==> src/rtl/cbc_pkg.sv <==
/*
 * Constants for the cell balance controller: register offsets, field
 * positions, reset values and timing counts.
 * Assumes a 40 MHz core clock and a 32-bit Avalon-MM register bus.
 */
package cbc_pkg;

    // ************************************************************
    // Sizes
    // ************************************************************
    localparam int NUM_CH   = 6;
    localparam int TMR_W    = 8;
    localparam int ADDR_W   = 6;

    // ************************************************************
    // Register byte offsets
    // ************************************************************
    localparam logic [ADDR_W-1:0] OFS_CTRL_ONE  = 6'h00;
    localparam logic [ADDR_W-1:0] OFS_CTRL_TWO  = 6'h04;
    localparam logic [ADDR_W-1:0] OFS_STATUS    = 6'h08;
    localparam logic [ADDR_W-1:0] OFS_DEVICE_CONFIGURATION  = 6'h0C;
    localparam logic [ADDR_W-1:0] OFS_THERM_CFG = 6'h10;
    localparam logic [ADDR_W-1:0] OFS_TIMER0    = 6'h14;

    // ************************************************************
    // Field positions
    // ************************************************************
    localparam int CTL2_GO_BIT    = 0;
    localparam int CTL2_AUTO_BIT  = 1;
    localparam int STAT_RUN_BIT   = 0;
    localparam int STAT_DONE_BIT  = 1;
    localparam int STAT_BAD_BIT   = 2;
    localparam int STAT_PAUSE_BIT = 3;
    localparam int STAT_THERM_BIT = 4;
    localparam int DCF_COUNT_LSB  = 0;
    localparam int DCF_FORBID_BIT = 4;
    localparam int TCF_THR_LSB    = 0;
    localparam int TCF_OFS_LSB    = 4;
    localparam int TCF_EN_BIT     = 7;

    // ************************************************************
    // Reset values
    // ************************************************************
    localparam logic [2:0]       RST_DUTY   = 3'h0;
    localparam logic [3:0]       RST_COUNT  = 4'h6;
    localparam logic             RST_FORBID = 1'b0;
    localparam logic [7:0]       RST_THERM  = 8'h00;
    localparam logic [TMR_W-1:0] RST_TIMER  = 8'h00;

    // ************************************************************
    // Timing: one balancing time unit
    // ************************************************************
    localparam int unsigned CLK_HZ      = 40_000_000;
    localparam int unsigned BAL_UNIT_MS = 1000;
    localparam int unsigned BAL_UNIT_CYC = (CLK_HZ / 1000) * BAL_UNIT_MS;

    // ************************************************************
    // Control states
    // ************************************************************
    typedef enum logic [1:0] {
        CBC_IDLE,
        CBC_RUN,
        CBC_PAUSE
    } cbc_state_e;

endpackage

==> src/rtl/cbc_chan_timer.sv <==
/*
 * One channel balancing countdown timer.
 * Assumes load and step are one-cycle pulses from the controller.
 */
module cbc_chan_timer
    import cbc_pkg::*;
(
    input  wire logic             core_clk,
    input  wire logic             rstn,
    input  wire logic             load,
    input  wire logic [TMR_W-1:0] load_val,
    input  wire logic             step,
    output logic                  active
);

    logic [TMR_W-1:0] count_r;
    logic [TMR_W-1:0] count_nxt;

    // ************************************************************
    // Countdown
    // ************************************************************
    assign count_nxt = load ? load_val :
                       (step && count_r != '0) ? count_r - 1'b1 : count_r;
    assign active    = (count_r != '0);

    always_ff @(posedge core_clk or negedge rstn)
    begin
        if (!rstn)
            count_r <= RST_TIMER;
        else
            count_r <= count_nxt;
    end

    step_dec_a: assert property (@(posedge core_clk) disable iff (!rstn)
        (step && !load && count_r != '0) |=> count_r == $past(count_r) - 1'b1)
        else $error("timer did not count down");

endmodule

==> src/rtl/cbc_ctrl.sv <==
/*
 * Cell balance controller top: register file on Avalon-MM, start
 * command, odd/even alternation, selection checks and thermal pause.
 * Assumes die and thermistor comparator inputs are synchronous levels.
 */
// Design decisions made here: the address map and the Avalon-MM interface to the registers.
module cbc_ctrl
    import cbc_pkg::*;
#(
    parameter int unsigned UNIT_CYCLES = BAL_UNIT_CYC
)
(
    input  wire logic              core_clk,
    input  wire logic              rstn,
    input  wire logic [ADDR_W-1:0] avs_address,
    input  wire logic              avs_read,
    input  wire logic              avs_write,
    input  wire logic [31:0]       avs_writedata,
    input  wire logic [3:0]        avs_byteenable,
    output logic [31:0]            avs_readdata,
    output logic                   avs_waitrequest,
    input  wire logic              die_hot,
    input  wire logic              die_cool,
    input  wire logic              therm_hot,
    input  wire logic              therm_cool,
    output logic                   die_sense_en,
    output logic [3:0]             thermistor_pause_threshold,
    output logic [2:0]             thermistor_recovery_offset,
    output logic [NUM_CH-1:0]      balance_switch
);

    // ************************************************************
    // Bus handshake and decode
    // ************************************************************
    logic              ack_r;
    logic [31:0]       rdata_r;
    logic [31:0]       rdata_nxt;
    wire               req      = avs_read | avs_write;
    wire               wr_take  = avs_write & ack_r & avs_byteenable[0];
    wire               hit_ctl1 = (avs_address == OFS_CTRL_ONE);
    wire               hit_ctl2 = (avs_address == OFS_CTRL_TWO);
    wire               hit_stat = (avs_address == OFS_STATUS);
    wire               hit_dcf  = (avs_address == OFS_DEVICE_CONFIGURATION);
    wire               hit_tcf  = (avs_address == OFS_THERM_CFG);
    wire [ADDR_W-1:0]  tmr_off  = avs_address - OFS_TIMER0;
    wire               hit_tmr  = (avs_address >= OFS_TIMER0) && (avs_address[1:0] == 2'b00)
                                  && (tmr_off[ADDR_W-1:2] < 4'(NUM_CH));
    wire [2:0]         tmr_idx  = tmr_off[4:2];
    wire               go_pulse = wr_take & hit_ctl2 & avs_writedata[CTL2_GO_BIT];

    assign avs_waitrequest = req & ~ack_r;
    assign avs_readdata    = rdata_r;

    always_ff @(posedge core_clk or negedge rstn)
    begin
        if (!rstn)
            ack_r <= 1'b0;
        else
            ack_r <= req & ~ack_r;
    end

    // ************************************************************
    // Configuration registers
    // ************************************************************
    logic [2:0]       duty_r;
    logic             auto_r;
    logic [3:0]       count_r;
    logic             forbid_r;
    logic [7:0]       therm_cfg_r;
    logic [TMR_W-1:0] tmr_cfg_r [NUM_CH];

    always_ff @(posedge core_clk or negedge rstn)
    begin
        if (!rstn)
        begin
            duty_r      <= RST_DUTY;
            auto_r      <= 1'b0;
            count_r     <= RST_COUNT;
            forbid_r    <= RST_FORBID;
            therm_cfg_r <= RST_THERM;
        end
        else if (wr_take)
        begin
            if (hit_ctl1)
                duty_r <= avs_writedata[2:0];
            if (hit_ctl2)
                auto_r <= avs_writedata[CTL2_AUTO_BIT];
            if (hit_dcf)
            begin
                count_r  <= avs_writedata[DCF_COUNT_LSB +: 4];
                forbid_r <= avs_writedata[DCF_FORBID_BIT];
            end
            if (hit_tcf)
                therm_cfg_r <= avs_writedata[7:0];
        end
    end

    always_ff @(posedge core_clk or negedge rstn)
    begin
        if (!rstn)
            tmr_cfg_r <= '{default: RST_TIMER};
        else if (wr_take && hit_tmr)
            tmr_cfg_r[tmr_idx] <= avs_writedata[TMR_W-1:0];
    end

    // Thresholds go straight to the protector, which latches them
    assign thermistor_pause_threshold = therm_cfg_r[TCF_THR_LSB +: 4];
    assign thermistor_recovery_offset = therm_cfg_r[TCF_OFS_LSB +: 3];

    // ************************************************************
    // Selection and validity at go
    // ************************************************************
    logic [NUM_CH-1:0] cfg_sel;
    logic [NUM_CH-1:0] act_mask;
    logic              pair_hit;
    logic              triple_hit;

    always_comb
    begin
        pair_hit   = 1'b0;
        triple_hit = 1'b0;
        for (int i = 0; i < NUM_CH; i++)
        begin
            act_mask[i] = (4'(i) < count_r);
            cfg_sel[i]  = act_mask[i] && (tmr_cfg_r[i] != '0);
        end
        for (int i = 0; i < NUM_CH - 1; i++)
            pair_hit = pair_hit | (cfg_sel[i] & cfg_sel[i+1]);
        for (int i = 0; i < NUM_CH - 2; i++)
            triple_hit = triple_hit | (cfg_sel[i] & cfg_sel[i+1] & cfg_sel[i+2]);
    end

    wire sel_none   = (cfg_sel == '0);
    wire manual_go  = ~avs_writedata[CTL2_AUTO_BIT];
    wire sel_bad    = manual_go & (forbid_r ? pair_hit : triple_hit);
    wire start_ok   = go_pulse & ~sel_none & ~sel_bad;
    wire start_bad  = go_pulse & ~sel_none & sel_bad;

    // ************************************************************
    // Channel timers
    // ************************************************************
    cbc_state_e        state_r;
    cbc_state_e        state_nxt;
    logic [31:0]       unit_cnt_r;
    wire               unit_tick = (state_r == CBC_RUN) && (unit_cnt_r == UNIT_CYCLES - 1);
    logic [NUM_CH-1:0] ch_active;

    genvar g;
    generate
        for (g = 0; g < NUM_CH; g++)
        begin : g_ch
            cbc_chan_timer u_tmr (
                .core_clk (core_clk),
                .rstn     (rstn),
                .load     (start_ok),
                .load_val (cfg_sel[g] ? tmr_cfg_r[g] : RST_TIMER),
                .step     (unit_tick),
                .active   (ch_active[g])
            );
        end
    endgenerate

    always_ff @(posedge core_clk or negedge rstn)
    begin
        if (!rstn)
            unit_cnt_r <= '0;
        else if (start_ok || unit_tick)
            unit_cnt_r <= '0;
        else if (state_r == CBC_RUN)
            unit_cnt_r <= unit_cnt_r + 1'b1;
    end

    // ************************************************************
    // Sampled run settings
    // ************************************************************
    logic       run_auto_r;
    logic [2:0] run_duty_r;
    logic       run_therm_en_r;

    always_ff @(posedge core_clk or negedge rstn)
    begin
        if (!rstn)
        begin
            run_auto_r     <= 1'b0;
            run_duty_r     <= RST_DUTY;
            run_therm_en_r <= 1'b0;
        end
        else if (start_ok)
        begin
            run_auto_r     <= avs_writedata[CTL2_AUTO_BIT];
            run_duty_r     <= duty_r;
            run_therm_en_r <= therm_cfg_r[TCF_EN_BIT];
        end
    end

    // ************************************************************
    // Run, pause and completion
    // ************************************************************
    logic die_pause_r;
    logic therm_pause_r;
    wire  any_left   = (ch_active != '0);
    wire  die_trip   = die_hot;
    wire  therm_trip = run_therm_en_r & therm_hot;
    wire  pause_go   = (state_r == CBC_RUN) & (die_trip | therm_trip);
    wire  die_clr    = die_pause_r & die_cool;
    wire  therm_clr  = therm_pause_r & therm_cool;
    wire  resume     = (state_r == CBC_PAUSE) & (~die_pause_r | die_clr)
                       & (~therm_pause_r | therm_clr);
    wire  finish     = (state_r == CBC_RUN) & ~any_left & ~start_ok;

    always_comb
    begin
        state_nxt = state_r;
        case (state_r)
            CBC_IDLE:
                if (start_ok)
                    state_nxt = CBC_RUN;
            CBC_RUN:
                if (start_ok)
                    state_nxt = CBC_RUN;
                else if (!any_left)
                    state_nxt = CBC_IDLE;
                else if (pause_go)
                    state_nxt = CBC_PAUSE;
            CBC_PAUSE:
                if (start_ok)
                    state_nxt = CBC_RUN;
                else if (resume)
                    state_nxt = CBC_RUN;
            default:
                state_nxt = CBC_IDLE;
        endcase
    end

    always_ff @(posedge core_clk or negedge rstn)
    begin
        if (!rstn)
        begin
            state_r       <= CBC_IDLE;
            die_pause_r   <= 1'b0;
            therm_pause_r <= 1'b0;
        end
        else
        begin
            state_r       <= state_nxt;
            die_pause_r   <= start_ok ? 1'b0 : pause_go ? die_trip : (die_pause_r & ~die_clr);
            therm_pause_r <= start_ok ? 1'b0 : pause_go ? therm_trip :
                             (therm_pause_r & ~therm_clr);
        end
    end

    // Die sensors stay on from go until balancing ends
    logic sense_en_r;
    always_ff @(posedge core_clk or negedge rstn)
    begin
        if (!rstn)
            sense_en_r <= 1'b0;
        else if (go_pulse)
            sense_en_r <= 1'b1;
        else if (state_r == CBC_IDLE)
            sense_en_r <= 1'b0;
    end
    assign die_sense_en = sense_en_r | (state_r != CBC_IDLE);

    // ************************************************************
    // Odd/even alternation
    // ************************************************************
    logic [3:0] phase_cnt_r;
    logic       even_phase_r;
    wire  [NUM_CH-1:0] odd_mask  = 6'h15;
    wire               have_odd  = (ch_active & odd_mask) != '0;
    wire               have_even = (ch_active & ~odd_mask) != '0;
    wire               alternate = run_auto_r & have_odd & have_even;
    wire               phase_end = unit_tick && (phase_cnt_r == {1'b0, run_duty_r});

    always_ff @(posedge core_clk or negedge rstn)
    begin
        if (!rstn)
        begin
            phase_cnt_r  <= '0;
            even_phase_r <= 1'b0;
        end
        else if (start_ok)
        begin
            phase_cnt_r  <= '0;
            even_phase_r <= 1'b0;
        end
        else if (phase_end)
        begin
            phase_cnt_r  <= '0;
            even_phase_r <= ~even_phase_r;
        end
        else if (unit_tick)
            phase_cnt_r <= phase_cnt_r + 1'b1;
    end

    // ************************************************************
    // Switch drive
    // ************************************************************
    logic [NUM_CH-1:0] switch_r;
    wire  [NUM_CH-1:0] grp_mask   = !alternate ? '1 : even_phase_r ? ~odd_mask : odd_mask;
    wire  [NUM_CH-1:0] switch_nxt = (state_nxt == CBC_RUN && !start_ok) ?
                                    (ch_active & act_mask & grp_mask) : '0;

    always_ff @(posedge core_clk or negedge rstn)
    begin
        if (!rstn)
            switch_r <= '0;
        else
            switch_r <= switch_nxt;
    end
    assign balance_switch = switch_r;

    // ************************************************************
    // Status flags
    // ************************************************************
    logic done_r;
    logic bad_r;
    logic therm_flag_r;

    always_ff @(posedge core_clk or negedge rstn)
    begin
        if (!rstn)
        begin
            done_r       <= 1'b0;
            bad_r        <= 1'b0;
            therm_flag_r <= 1'b0;
        end
        else
        begin
            done_r       <= finish | (done_r & ~go_pulse);
            bad_r        <= start_bad | (bad_r & ~go_pulse);
            therm_flag_r <= pause_go | (therm_flag_r & ~go_pulse);
        end
    end

    wire [7:0] status_val = {3'h0, therm_flag_r, state_r == CBC_PAUSE, bad_r, done_r,
                             state_r == CBC_RUN};

    // ************************************************************
    // Read mux
    // ************************************************************
    always_comb
    begin
        rdata_nxt = 32'h0000_0000;
        if (hit_ctl1)
            rdata_nxt[2:0] = duty_r;
        else if (hit_ctl2)
            rdata_nxt[CTL2_AUTO_BIT] = auto_r;
        else if (hit_stat)
            rdata_nxt[7:0] = status_val;
        else if (hit_dcf)
            rdata_nxt[4:0] = {forbid_r, count_r};
        else if (hit_tcf)
            rdata_nxt[7:0] = therm_cfg_r;
        else if (hit_tmr)
            rdata_nxt[TMR_W-1:0] = tmr_cfg_r[tmr_idx];
    end

    always_ff @(posedge core_clk or negedge rstn)
    begin
        if (!rstn)
            rdata_r <= 32'h0000_0000;
        else if (avs_read && !ack_r)
            rdata_r <= rdata_nxt;
    end

    // ************************************************************
    // Checks
    // ************************************************************
    idle_off_a: assert property (@(posedge core_clk) disable iff (!rstn)
        (state_r == CBC_IDLE) |-> balance_switch == '0)
        else $error("switch on while idle");

    run_flag_a: assert property (@(posedge core_clk) disable iff (!rstn)
        (balance_switch != '0) |-> status_val[STAT_RUN_BIT])
        else $error("switch on without running flag");

    active_only_a: assert property (@(posedge core_clk) disable iff (!rstn)
        (balance_switch & ~act_mask) == '0)
        else $error("inactive channel switched");

    pause_off_a: assert property (@(posedge core_clk) disable iff (!rstn)
        (state_r == CBC_PAUSE) |-> balance_switch == '0)
        else $error("switch on during pause");

    bad_start_a: assert property (@(posedge core_clk) disable iff (!rstn)
        (start_bad && state_r == CBC_IDLE) |=> (bad_r && state_r == CBC_IDLE)[*2])
        else $error("invalid selection started");

    zero_go_a: assert property (@(posedge core_clk) disable iff (!rstn)
        (go_pulse && sel_none && state_r == CBC_IDLE) |=> !done_r && state_r == CBC_IDLE)
        else $error("zero timers started or completed");

    therm_pause_a: assert property (@(posedge core_clk) disable iff (!rstn)
        (pause_go && !start_ok && any_left) |=> state_r == CBC_PAUSE && therm_flag_r
        && balance_switch == '0)
        else $error("overheat did not pause");

    frozen_a: assert property (@(posedge core_clk) disable iff (!rstn)
        (state_r == CBC_PAUSE && !start_ok) |=> $stable(unit_cnt_r) && $stable(phase_cnt_r))
        else $error("timers moved in pause");

    manual_on_a: assert property (@(posedge core_clk) disable iff (!rstn)
        (state_r == CBC_RUN && !run_auto_r && !start_ok && state_nxt == CBC_RUN)
        |=> balance_switch == $past(ch_active & act_mask))
        else $error("manual mode switch mismatch");

endmodule

==> config.mk <==
export PLATFORM = sky130hd
export DESIGN_NAME = cbc_ctrl
export DESIGN_NICKNAME = d
export VERILOG_FILES = /design/src/rtl/cbc_pkg.sv /design/src/rtl/cbc_chan_timer.sv /design/src/rtl/cbc_ctrl.sv
export SDC_FILE = /design/constraint.sdc
export NUM_CORES = 1
export LEC_CHECK = 0
export BUFFER_PORTS_ARGS = -buffer_cell sky130_fd_sc_hd__buf_2
export CAP_MARGIN = 30
export CORE_UTILIZATION = 54
export CTS_CLUSTER_SIZE = 14
export DETAILED_ROUTE_END_ITERATION = 10
export PLACE_DENSITY = 0.87
export SYNTH_ARGS = -nofsm -noshare
export SYNTH_HDL_FRONTEND = slang
export SYNTH_SLANG_ARGS = --single-unit
==> constraint.sdc <==
create_clock -name core_clk -period 2.37 [get_ports core_clk]
set_input_delay 0.474 -clock core_clk [delete_from_list [all_inputs] [get_ports core_clk]]
set_output_delay 0.474 -clock core_clk [all_outputs]
set_load 0.02 [all_outputs]
==> impl_metrics.env <==
export IMPL_route_vias_total=9565
export IMPL_yosysSeqAreaShare_pct=46.3
export IMPL_wl_per_cell_um=27.9
export IMPL_powerDensity_nw_per_um2=535
export IMPL_total_power_w=0.00708
export IMPL_clock_insertion_delay_worst_skew_ps=470
export IMPL_die_width_um=135
export IMPL_area_growth_pct=37.4
export IMPL_dp_hpwl_um=18000
export IMPL_drt_initial_drc_count=1545
export IMPL_fillers=879
export IMPL_cts_max_path_buffers=2
export IMPL_final_cells=1394
export IMPL_track_usage_pct=35.7
export IMPL_ys_types=70
export IMPL_grt_overflow_total=0
export IMPL_rsz0062_at_grt="true"
export IMPL_viasPerCell=6.86
export IMPL_drv_slew=0
export IMPL_die_h_um=135
export IMPL_drt_pass1_iter_count=11
export IMPL_hp_class="in -> reg"
export IMPL_drive_gt1_share_pct=43.9
export IMPL_arrival_ps=3860
export IMPL_multiInputGateArea_um2=5760
export IMPL_cts_tree="built"
export IMPL_peakVddDrop_uv=586
export IMPL_ys_warn_count=0
export IMPL_wl_um=38900
export IMPL_drc=112
export IMPL_dp_cells=1327
export IMPL_fin_worst_skew_ps=15.6
export IMPL_required_ps=2690
export IMPL_synthCells=963
export IMPL_synth_ff_type="dfrtp_1"
export IMPL_place_gp_congestion=0.952
export IMPL_seq_area_um2=4460
export IMPL_final_net_count=1223
export IMPL_port_buffers=45
export IMPL_holdWs_ps=352
export IMPL_leakage_nw=5.67
export IMPL_core_area_um2=17400
export IMPL_row_count=48
export IMPL_violations="DRC, setup timing"
export IMPL_syn_area_per_cell_um2=9.99
export IMPL_path_class="reg -> reg"
export IMPL_synth_area_leaders="dfrtp_1 (46%), mux2_2 (8.1%), nand3_1 (4.0%), xnor2_1 (3.7%), nor2_1 (3.4%)"
export IMPL_slew_headroom_pct=23.0
export IMPL_numCtsBuffers=17
export IMPL_start_kind="register"
export IMPL_critPathMaxFanout=5
export IMPL_synth_seq_cells=178
export IMPL_final_setup_viol_count=117
export IMPL_critPathCaptureType="register"
export IMPL_yosys_area_top_type="dfrtp_1"
export IMPL_netlist_area_um2=9620
export IMPL_clkSlewWorstSetupHoldPaths_ps=80
export IMPL_clockRootBuffer="clkbuf_16"
export IMPL_start_util_pct=55.4
export IMPL_grt_pass1_wl_um=48700
export IMPL_worst_slack_ps=-1160
export IMPL_synth_top_area_share_pct=45.8
export IMPL_fin_crit_ps=3530
export IMPL_antenna_found_initial=1
export IMPL_grt_pass1_vias=8938
export IMPL_dieArea_um2=18400
export IMPL_max_freq_mhz=283
export IMPL_io_pins=97
export IMPL_cap_violations=0
export IMPL_finalHoldViolCount=0
export IMPL_run_status="finished, violations left"
export IMPL_synth_edf_count=0
export IMPL_async_flop_share_pct=100
export IMPL_numClockSinks=178
export IMPL_final_period_utilization_pct=149
export IMPL_worst_slew_pin_slew_ps=1140
export IMPL_htree_levels=4
export IMPL_antenna_left=0
export IMPL_grt_max_degree=59
## registers in the layout (all words and copies together) (netlist names), 4 cells and up
| signal | flops |
|---|---|
| avs_readdata | 8 |
| balance_switch | 6 |
| count_r | 4 |
| g_ch.u_tmr.count_r | 48 |
| phase_cnt_r | 4 |
| therm_cfg_r | 8 |
| tmr_cfg_r | 48 |
| unit_cnt_r | 32 |
## metrics by stage
step	util [%]	setup WS (ps)	setup TNS, ps	instance area, um2
finish	76.2	-1160	-96710	13200
global route	76.2	-1060	-84420	13200
CTS	70.8	-97.7	-3110	12300
detailed placement	63.6	-446	-42570	11000
global placement	63.6	-406	-35660	11000
floorplan	-	-121	-3210	9810
## path summary, 6_finish.rpt
kind                               start                       end  slack (ps)  cells past startpoint
max                        tmr_cfg_r[14]  g_ch[0].u_tmr.count_r[0]       -1160                     10
min                           therm_cool             therm_pause_r         350                      3
max reg2reg                tmr_cfg_r[14]  g_ch[0].u_tmr.count_r[0]       -1160                     10
min reg2reg                   run_auto_r                run_auto_r         530                      1
max in group asynchronous           rstn                count_r[1]        1140                      3
min in group asynchronous           rstn            unit_cnt_r[31]         520                      2
## synth_stat cells, drive strengths merged, types with 4 or more instances
| library cell | instances |
|---|---|
| nand2b | 6 |
| dfrtp | 176 |
| or3 | 15 |
| xnor2 | 41 |
| nand2 | 80 |
| mux2 | 69 |
| buf | 59 |
| mux2i | 11 |
| a22oi | 5 |
| nor4 | 25 |
| nand4 | 12 |
| a22o | 6 |
| inv | 22 |
| ha | 18 |
| nor2 | 88 |
| or2 | 4 |
| o21ai | 67 |
| a21oi | 22 |
| nand4b | 5 |
| or4 | 10 |
| nor3 | 23 |
| mux4 | 6 |
| a221oi | 4 |
| clkbuf | 15 |
| and3 | 8 |
| a21boi | 5 |
| nand3 | 76 |
| xor2 | 35 |
| and2 | 5 |
| nor2b | 5 |
## logic make-up (layout without fill, tap and decap cells)
logic type / count (synthesis) / in the layout / share of synthesized area [%]
other cells: 1 / 25 / 0.0390
fa+ha+maj: 19 / 19 / 2.44
xor+xnor: 76 / 76 / 7.00
buf+inv: 97 / 279 / 5.73
mux: 86 / 86 / 10.6
simple gates: 375 / 375 / 19.6
compound gates: 131 / 131 / 8.28
flops: 178 / 178 / 46.3
## power by group
part	internal [W]	total, W	leakage [nW]	switching (W)
clock network	0.00184	0.00319	0.306	0.00136
logic	0.000249	0.000714	3.15	0.000465
registers	0.00309	0.00317	2.21	0.0000802
## critical path: stages, from the launching register on
cell and delay [ps]:
dfrtp_1 510, nor4_1 560, a22oi_2 170, buf_4 210, nor2_1 580, a21oi_2 330, o311a_4 250, buf_12 160
buf_12 150, buf_6 130, o21ai_1 320
## per-layer routing
layer  vias up  GRT usage, %  wire (um)
li1       3740             -          -
met1      4544          41.1      12900
met2       910          57.3      17400
met3       367          10.1       4820
met4         4          25.5       3840
met5         -             0         43
## placed cells by master, fill, tap and decap left out, types with 15 or more instances in the layout
cell type | Yosys | final
dfrtp_1 | 176 | 176
buf_4 | 34 | 136
nand2_1 | 80 | 72
mux2_2 | 69 | 67
nor2_1 | 88 | 65
buf_2 | 17 | 43
xnor2_1 | 41 | 40
nand3_2 | 0 | 36
xor2_1 | 34 | 31
nand3_1 | 76 | 29
o21ai_2 | 0 | 28
conb_1 | 1 | 24
inv_1 | 22 | 21
clkbuf_16 | 0 | 21
nor3_1 | 22 | 20
o21ai_1 | 22 | 20
o21ai_0 | 45 | 18
nor2_2 | 0 | 16
buf_6 | 3 | 15
## timing repair
| item | CTS | global route |
|---|---|---|
| resized for setup | 113 | 173 |
| cloned | 5 | 4 |
| setup buffers | 9 | 21 |
| setup endpoints to repair | 125 | 134 |
| hold buffers | 1 | 0 |
| hold endpoints to repair | 43 | 0 |
| pin swaps | 27 | 56 |
## final cells by class
cell class / instances / area share, %
multi-input combinational: 711 / 43.5
antenna: 1 / 0.0189
sequential: 178 / 33.7
clock buffer: 22 / 3.51
timing repair buffer: 224 / 15.0
inverter: 23 / 0.795
tap: 225 / 2.13
clock inverter: 10 / 1.30
No activity file was read; power rests on OpenSTA's default activity.
